$ cat src/core/README_unused.sv
`timescale 1ns/100ps

$ cat src/core/clkdist_pkg.sv
package clkdist_pkg;
  localparam int NUM_CH = 8;
  localparam int WORD_W = 32;
  localparam int ADDR_W = 4;
  localparam int DATA_W = 28;
  localparam int DLY_W = 4;
  localparam int DIV_W = 8;
  localparam int DLY_PS_W = 12;
  localparam int DLY_STEP_PS = 150;
  localparam int DLY_MAX_PS = 2250;
  localparam logic [2:0] SYNC_WAIT_CYCLES = 3'h4;

  // field positions inside a register's data field
  localparam int F_DLY_LSB = 0;
  localparam int F_DIV_LSB = 4;
  localparam int F_EN_BIT = 12;
  localparam int F_PATH_BIT = 13;
  localparam int F_RESET_BIT = 27;
  localparam int F_GEN_BIT = 0;
  localparam int F_REFSEL_BIT = 1;

  // register indices; byte address is index times four
  localparam logic [3:0] REG_IDX_CH_LAST = 4'h7;
  localparam logic [3:0] REG_IDX_RESET = 4'h0;
  localparam logic [3:0] REG_IDX_GLOBAL = 4'he;
  localparam logic [3:0] REG_IDX_STATUS = 4'hf;

  // pin sampling slots
  localparam int PIN_REFA = 0;
  localparam int PIN_REFB = 1;
  localparam int PIN_SCLK = 2;
  localparam int PIN_SDATA = 3;
  localparam int PIN_SLE = 4;
  localparam int PIN_SYNC_N = 5;
  localparam int PIN_GOE = 6;
  localparam int PIN_CNT = 7;

  // reset values; pulled-up pins start high
  localparam logic [6:0] PIN_RST = 7'h60;
  localparam logic [13:0] CH_CFG_RST = 14'h0010;
  localparam logic GEN_RST = 1'b1;
  localparam logic REFSEL_RST = 1'b0;

  typedef struct packed {
    logic path_div;
    logic en;
    logic [DIV_W-1:0] div;
    logic [DLY_W-1:0] dly;
  } ch_cfg_t;

  typedef enum logic [1:0] {SYNC_RUN, SYNC_ENTER, SYNC_HELD, SYNC_LEAVE} sync_state_t;
endpackage

$ cat src/core/clock_distribution_output_control.sv
// The implementer's own choices: register access over APB and the register offsets.
`timescale 1ns/100ps
module clock_distribution_output_control import clkdist_pkg::*; (
  input wire logic pclk,
  input wire logic presetn,
  input wire logic psel,
  input wire logic penable,
  input wire logic pwrite,
  input wire logic [7:0] paddr,
  input wire logic [31:0] pwdata,
  output logic [31:0] prdata,
  output logic pready,
  output logic pslverr,
  input wire logic ref_input_a,
  input wire logic ref_input_b,
  input wire logic serial_clock,
  input wire logic serial_data_in,
  input wire logic serial_latch_enable,
  input wire logic sync_n,
  input wire logic global_output_enable_pin,
  output logic [NUM_CH-1:0] clk_out,
  output logic [NUM_CH-1:0] clk_off,
  output logic [NUM_CH*DLY_PS_W-1:0] channel_delay_ps
);

  typedef struct packed {
    logic [PIN_CNT-1:0] pin_s1;
    logic [PIN_CNT-1:0] pin_s2;
    logic [PIN_CNT-1:0] pin_prev;
    ch_cfg_t [NUM_CH-1:0] cfg;
    logic gen;
    logic refsel;
    logic [WORD_W-1:0] shift;
    sync_state_t sst;
    logic [2:0] scnt;
    logic [NUM_CH-1:0][DIV_W-1:0] divcnt;
    logic [NUM_CH-1:0] clk_out;
    logic [NUM_CH-1:0] clk_off;
    logic [NUM_CH-1:0][DLY_PS_W-1:0] dly_ps;
    logic pready;
    logic [31:0] prdata;
    logic pslverr;
  } state_t;

  state_t s_reg;
  state_t s_next;

  // a divide value below two acts as two, so the output still toggles
  function automatic logic [DIV_W-1:0] eff_div(input logic [DIV_W-1:0] d);
    eff_div = (d < 8'h02) ? 8'h02 : d;
  endfunction

  // delay code to picoseconds
  function automatic logic [DLY_PS_W-1:0] delay_ps(input logic [DLY_W-1:0] c);
    delay_ps = DLY_PS_W'(int'(c) * DLY_STEP_PS);
  endfunction

  // one register write, shared by the serial port and the bus
  function automatic state_t apply_wr(input state_t st, input logic [3:0] idx, input logic [DATA_W-1:0] d);
    state_t r;
    r = st;
    if (idx == REG_IDX_RESET && d[F_RESET_BIT]) begin
      // other bits of this word are ignored
      r.cfg = {NUM_CH{CH_CFG_RST}};
      r.gen = GEN_RST;
      r.refsel = REFSEL_RST;
    end else if (idx <= REG_IDX_CH_LAST) begin
      r.cfg[idx[2:0]] = ch_cfg_t'(d[F_PATH_BIT:F_DLY_LSB]);
    end else if (idx == REG_IDX_GLOBAL) begin
      r.gen = d[F_GEN_BIT];
      r.refsel = d[F_REFSEL_BIT];
    end
    apply_wr = r;
  endfunction

  // register read image
  function automatic logic [31:0] read_word(input state_t st, input logic [3:0] idx);
    read_word = 32'h0;
    if (idx <= REG_IDX_CH_LAST) begin
      read_word = {18'h0, st.cfg[idx[2:0]]};
    end else if (idx == REG_IDX_GLOBAL) begin
      read_word = {30'h0, st.refsel, st.gen};
    end else if (idx == REG_IDX_STATUS) begin
      read_word = {26'h0, st.sst, st.pin_s2[PIN_GOE], st.pin_s2[PIN_SYNC_N], st.refsel, st.gen};
    end
  endfunction

  function automatic logic addr_ok(input logic [7:0] a);
    addr_ok = (a[1:0] == 2'h0) && (a[7:6] == 2'h0) &&
              ((a[5:2] <= REG_IDX_CH_LAST) || (a[5:2] == REG_IDX_GLOBAL) || (a[5:2] == REG_IDX_STATUS));
  endfunction

  logic ref_lvl;
  logic ref_prev;
  logic dist_edge;
  logic sclk_rise;
  logic le_rise;
  logic sync_low;
  logic goe_high;
  logic div_hold;
  logic release_now;
  logic div_lvl;
  logic chan_lvl;
  logic chan_off;
  logic [DIV_W-1:0] ediv;

  // all state advances here; registered once below
  always_comb begin
    s_next = s_reg;
    ediv = 8'h02;
    div_lvl = 1'b0;
    chan_lvl = 1'b0;
    chan_off = 1'b1;

    // pins pass two flops; edges use stage two against its delayed copy
    s_next.pin_s1 = {global_output_enable_pin, sync_n, serial_latch_enable, serial_data_in,
                     serial_clock, ref_input_b, ref_input_a};
    s_next.pin_s2 = s_reg.pin_s1;
    s_next.pin_prev = s_reg.pin_s2;

    // selected reference is the distribution clock
    ref_lvl = s_reg.refsel ? s_reg.pin_s2[PIN_REFB] : s_reg.pin_s2[PIN_REFA];
    ref_prev = s_reg.refsel ? s_reg.pin_prev[PIN_REFB] : s_reg.pin_prev[PIN_REFA];
    dist_edge = ref_lvl & ~ref_prev;
    sclk_rise = s_reg.pin_s2[PIN_SCLK] & ~s_reg.pin_prev[PIN_SCLK];
    le_rise = s_reg.pin_s2[PIN_SLE] & ~s_reg.pin_prev[PIN_SLE];
    sync_low = ~s_reg.pin_s2[PIN_SYNC_N];
    goe_high = s_reg.pin_s2[PIN_GOE];

    // serial shifter, msb first, only while latch enable is low
    if (sclk_rise && !s_reg.pin_s2[PIN_SLE]) begin
      s_next.shift = {s_reg.shift[WORD_W-2:0], s_reg.pin_s2[PIN_SDATA]};
    end

    // apb: ready in the first cycle of the access phase, no wait states
    // error flag stands with pready only; a refused read shows zero
    s_next.pready = psel & ~penable;
    s_next.pslverr = psel & ~penable & ~addr_ok(paddr);
    if (psel && !penable) begin
      s_next.prdata = addr_ok(paddr) ? read_word(s_reg, paddr[5:2]) : 32'h0;
    end
    if (psel && penable && s_reg.pready && pwrite && addr_ok(paddr)) begin
      s_next = apply_wr(s_next, paddr[5:2], pwdata[DATA_W-1:0]);
    end
    // serial load applied last, so it wins a same-cycle clash
    if (le_rise) begin
      s_next = apply_wr(s_next, s_reg.shift[ADDR_W-1:0], s_reg.shift[WORD_W-1:ADDR_W]);
    end

    // sync sequencer, counted in distribution clock edges
    release_now = 1'b0;
    if (dist_edge) begin
      case (s_reg.sst)
        SYNC_RUN: begin
          if (sync_low) begin
            s_next.sst = SYNC_ENTER;
            s_next.scnt = 3'h1;
          end
        end
        SYNC_ENTER: begin
          if (s_reg.scnt == SYNC_WAIT_CYCLES) begin
            s_next.sst = SYNC_HELD;
          end else begin
            s_next.scnt = s_reg.scnt + 3'h1;
          end
        end
        SYNC_HELD: begin
          if (!sync_low) begin
            s_next.sst = SYNC_LEAVE;
            s_next.scnt = 3'h1;
          end
        end
        SYNC_LEAVE: begin
          if (s_reg.scnt == SYNC_WAIT_CYCLES) begin
            s_next.sst = SYNC_RUN;
            release_now = 1'b1;
          end else begin
            s_next.scnt = s_reg.scnt + 3'h1;
          end
        end
        default: begin
          s_next.sst = SYNC_RUN;
        end
      endcase
    end
    div_hold = (s_reg.sst == SYNC_HELD) || (s_reg.sst == SYNC_LEAVE);

    // per-channel divider, gating and delay
    for (int i = 0; i < NUM_CH; i++) begin
      ediv = eff_div(s_reg.cfg[i].div);
      if (release_now || div_hold) begin
        // all counters restart from zero, first level high together
        s_next.divcnt[i] = 8'h00;
      end else if (dist_edge) begin
        s_next.divcnt[i] = (9'(s_reg.divcnt[i]) + 9'h001 >= 9'(ediv)) ? 8'h00 : s_reg.divcnt[i] + 8'h01;
      end
      div_lvl = ~div_hold && (s_reg.divcnt[i] < (ediv >> 1));
      // bypass follows the reference and never sees sync
      chan_lvl = s_reg.cfg[i].path_div ? div_lvl : ref_lvl;
      chan_off = ~s_reg.cfg[i].en | ~s_reg.gen;
      s_next.clk_off[i] = chan_off;
      s_next.clk_out[i] = ~chan_off & goe_high & chan_lvl;
      s_next.dly_ps[i] = delay_ps(s_reg.cfg[i].dly);
    end
  end

  // single state register; pins reset high where pulled up
  always_ff @(posedge pclk or negedge presetn) begin
    if (!presetn) begin
      s_reg <= '0;
      s_reg.pin_s1 <= PIN_RST;
      s_reg.pin_s2 <= PIN_RST;
      s_reg.pin_prev <= PIN_RST;
      s_reg.cfg <= {NUM_CH{CH_CFG_RST}};
      s_reg.gen <= GEN_RST;
      s_reg.refsel <= REFSEL_RST;
      s_reg.sst <= SYNC_RUN;
      s_reg.clk_off <= {NUM_CH{1'b1}};
    end else begin
      s_reg <= s_next;
    end
  end

  // outputs straight from the state register
  assign prdata = s_reg.prdata;
  assign pready = s_reg.pready;
  assign pslverr = s_reg.pslverr;
  assign clk_out = s_reg.clk_out;
  assign clk_off = s_reg.clk_off;
  assign channel_delay_ps = s_reg.dly_ps;

endmodule

$ cat config.mk
export PLATFORM = sky130hd
export DESIGN_NAME = clock_distribution_output_control
export DESIGN_NICKNAME = d
export VERILOG_FILES = /design/src/core/README_unused.sv /design/src/core/clkdist_pkg.sv /design/src/core/clock_distribution_output_control.sv
export SDC_FILE = /design/constraint.sdc
export NUM_CORES = 1
export LEC_CHECK = 0
export ABC_AREA = 1
export BUFFER_PORTS_ARGS = -buffer_cell sky130_fd_sc_hd__buf_2
export CORE_MARGIN = 4
export CORE_UTILIZATION = 29
export CTS_CLUSTER_SIZE = 20
export DETAILED_ROUTE_END_ITERATION = 10
export GPL_TIMING_DRIVEN = 0
export PLACE_DENSITY = 0.5
export SLEW_MARGIN = 20
export SYNTH_ARGS = -nofsm -noshare
export SYNTH_HDL_FRONTEND = slang
export SYNTH_SLANG_ARGS = --single-unit
$ cat constraint.sdc
create_clock -name pclk -period 2 [get_ports pclk]
set_clock_uncertainty 0.05 [all_clocks]
set_input_delay 0.4 -clock pclk [delete_from_list [all_inputs] [get_ports pclk]]
set_output_delay 0.4 -clock pclk [all_outputs]
set_load 0.02 [all_outputs]
==> run summary <==
Using the TritonRoute via totals, the vias-per-cell ratio works out to 4.90. Clock-pin slew was measured on the worst setup and hold paths at 60 ps. Sequential elements use 38.1% of the synthesized area. The net count reported at finish came out at 3562.

The kind of end point of the critical path was a flop. For the non-filler instance count after layout, the log shows 4366. Wires add up to 84200 microns. During placement, the flow inserted port buffers numbering 147.

The met1 demand-to-capacity share in global routing was 25.3%. The dominant cell by count in the synthesized netlist was sky130_fd_sc_hd__nand2_1. The clock network accounts for 22.6% of the total power. The leftover overflow at the end of global routing was 0. After filler insertion, the fill cell instance count of the layout stands at 8178. Of the available clock period, the critical path in the final layout requires 112%.

The logs give 0 for the count of maximum capacitance violations and 0 for the total count of max-transition violations in the final report. The final number of setup-violating endpoints is 102. TritonCTS built the clock tree. The number of core rows is 103, and the pin count of the biggest net entering global routing is 89. The run gives 0 as the number of failing hold endpoints at the final stage.

In this run the worst hold path is classified as in -> reg. The logs give 79100 sq um for the core box area and -250 ps for the smallest setup slack after layout. Via count of the first global-routing pass: 21000. The slowest library cell on the worst path is sky130_fd_sc_hd__fa_2.

The kind of cell with the highest combined delay along the critical path is adder cells. For this run, asynchronously set or reset flops after synthesis account for 100%. Cell count after placement: 4115.

The critical-path maximum fanout came out at 4. The routed length per instance is 19.3 microns. The detail route stage leaves a number of antenna-violating nets equal to 0. Share of layout cells above drive strength 1: 30.2%. Counting the buffers created by CTS gives 45. The netlist area before placement came out at 23200 sq um. The met2 usage is 31.8%, and the number of vias after detailed routing is 21400. The checks that failed: setup timing. The share of total power dissipated in sequential elements is 28.2%.

The mean area per synthesized cell works out to 8.04 sq um. 198 I/O pins were placed. The worst-case IR drop observed on VDD is 0.719 mV.

The leading register cell type out of synthesis is sky130_fd_sc_hd__dfrtp_1. Setup repair after global routing could not meet its margin everywhere. In this run the deepest clock path goes through 3 buffers. The count of unique library cells instantiated by Yosys is 51. Counting flops with a built-in enable in the synthesized netlist gives 0.

For the number of antenna violations at the first check in global routing, the log shows 8. The worst setup path is launched from a flop. The global-route wire length before repair is 127000 microns.

sky130_fd_sc_hd__dfrtp_1 takes more of the synthesized area than any other cell. The H-tree was split into 2 levels. Number of DRC markers in iteration 0: 1538. The final critical path time including I/O delays and setup was 2250 ps.

The run gives 13400 sq um as the multi-input logic area. Global routing used 19.2% of the available tracks. The congestion estimate from routability-driven global placement came to 0.975. Detailed placement HPWL: 63100 microns.

The run gives 0 as the number of remaining DRC errors. The die is 291 microns tall. CTS placed an instance of sky130_fd_sc_hd__clkbuf_16 at the clock tree root. In this run the biggest area consumer among cell types represents 35.8% of the synthesized area. In this run switching power makes up 41.5% of total power. For the tightest slew margin relative to the limit, the log shows 41.8%. By area the synthesized netlist is led by sky130_fd_sc_hd__dfrtp_1, sky130_fd_sc_hd__ha_1, sky130_fd_sc_hd__nand2_1.

Relative to the synthesized area, the layout overhead comes to 31.3%. The type of the setup path with the least slack is reg -> reg. The first detailed-routing pass ran for 7 iterations. For this design the total switching power over the nets is 16.4 mW. Layer with the highest usage: met2.

At the pin with the least slew margin, the transition time is 874 ps. Based on the critical path, the design can be clocked at up to 445 MHz. Registers take 8920 sq um. The run gives 2420 ps as the required time of the critical path.

The leakage component of the power was 15.3 nW; the total die area was 84700 sq um. The run gives 23.1 mW as the internal power of the cells. The power per standard cell area works out to 1300 nW/um^2. STA puts the critical path data arrival time at 2670 ps.

The flow ran to the end, but the final reports show violations. The effective utilization at floorplan is 29.4%, and the clock latency reported for the late side of the worst-skew pair is 600 ps. The commonest cells after synthesis are sky130_fd_sc_hd__nand2_1, sky130_fd_sc_hd__inv_1, sky130_fd_sc_hd__dfrtp_1. Of the total power, combinational logic draws 49.2%. For this run, the slowest stage of the critical path takes 510 ps. During synthesis, Yosys emitted a total of 0 warnings. The number of register bits inferred by synthesis works out to 353. The number of instances in the synthesized netlist was 2889; the flip-flop count of the largest register after layout was 232.

The worst register-to-register path has a setup slack of -250 ps. The chip width came out at 291 microns. On the final layout, the worst hold slack is 94.8 ps. The clock drives 353 sinks.

Counting both buffers and inverters, the worst setup path holds a total of 2. In the global route stage, met3 resource usage came out at 2.91%. Prior to clock tree synthesis, the placed netlist has a worst setup slack of -2030 ps. The signal on the critical path passes through ha_4 > inv_2 > fa_2 > inv_2 > ha_4 > nand3_2 > nand2_2 > a21oi_2 > o21bai_1 > xor2_1.
-- stage by stage --
stage               power [mW]  area, sq um  util, %  setup TNS [ps]
finish                    39.5        30500     38.5          -10970
global route              42.3        30500     38.5          -23720
CTS                       38.8        29700     37.5          -10690
detailed placement        27.3        26100     33.0         -185070
global placement          27.2        26000     32.8        -2551940
floorplan                 22.1        23900        -           -3040
-- layout make-up --
cell class | instances | area share (%)
antenna | 7 | 0.0574
buffer | 252 | 5.58
clock buffer | 65 | 4.34
clock inverter | 19 | 0.948
inverter | 355 | 4.43
multi-input combinational | 1953 | 43.9
sequential | 353 | 29.3
tap | 1050 | 4.31
timing repair buffer | 312 | 7.22
-- per-layer routing --
metal	wire, microns	share of wire, %	vias up
li1	-	-	10200
met1	35900	43	10300
met2	39600	47	712
met3	5280	6.3	176
met4	3320	3.9	0
met5	0	0	-
-- path summary, 6_finish.rpt --
kind,depth (start not counted),end,from
worst max-delay path,10,channel_delay_ps[21]$_DFF_PN0_,s_reg[266]$_DFF_PN0_
worst min-delay path,2,pready$_DFF_PN0_,penable
worst max register to register,10,channel_delay_ps[21]$_DFF_PN0_,s_reg[266]$_DFF_PN0_
worst min register to register,0,s_reg[368]$_DFF_PN0_,s_reg[375]$_DFF_PN0_
max in group asynchronous,4,s_reg[170]$_DFFE_PN0P_,presetn
min in group asynchronous,2,channel_delay_ps[32]$_DFF_PN0_,presetn
-- power by group through the flow --
stage / clock network, mW / registers (mW) / logic, mW
finish: 8.91 / 11.2 / 19.4
global route: 9.39 / 11.4 / 21.6
CTS: 9.09 / 11.1 / 18.6
detailed placement: 0 / 11.3 / 16.0
global placement: 0 / 11.3 / 16.0
floorplan: 0 / 10.4 / 11.7
-- layout by cell type (no fill, tap or decap), types with 73 or more instances in the layout --
master / Yosys / final
sky130_fd_sc_hd__dfrtp_1: 332 / 280
sky130_fd_sc_hd__buf_4: 145 / 273
sky130_fd_sc_hd__nor2_1: 235 / 207
sky130_fd_sc_hd__a21oi_1: 233 / 191
sky130_fd_sc_hd__ha_1: 230 / 173
sky130_fd_sc_hd__o21ai_0: 228 / 179
sky130_fd_sc_hd__buf_2: 31 / 171
sky130_fd_sc_hd__nand4_1: 91 / 91
sky130_fd_sc_hd__o211ai_1: 73 / 73
sky130_fd_sc_hd__inv_1: 349 / 301
sky130_fd_sc_hd__nand2_1: 506 / 484
-- logic make-up (layout without fill, tap and decap cells) --
| group | Yosys count | in the layout | synth area share [%] |
|---|---|---|---|
| buffers and inverters | 608 | 1003 | 12.4 |
| other | 1 | 33 | 0.0161 |
| adders and majority gates | 238 | 238 | 13.1 |
| AOI/OAI and AO/OA | 616 | 616 | 14.9 |
| muxes | 1 | 1 | 0.0485 |
| xor gates and xnor gates | 85 | 85 | 3.21 |
| and+or+nand+nor | 987 | 987 | 18.2 |
| DFF | 353 | 353 | 38.1 |
-- what timing repair did --
action	4_1_cts	5_1_grt
pin swaps	106	97
setup buffers	126	38
hold buffers	8	0
resized for setup	293	176
endpoints found under the setup margin	227	218
endpoints found under the hold margin	52	0
(Power assumes the default switching activity.)
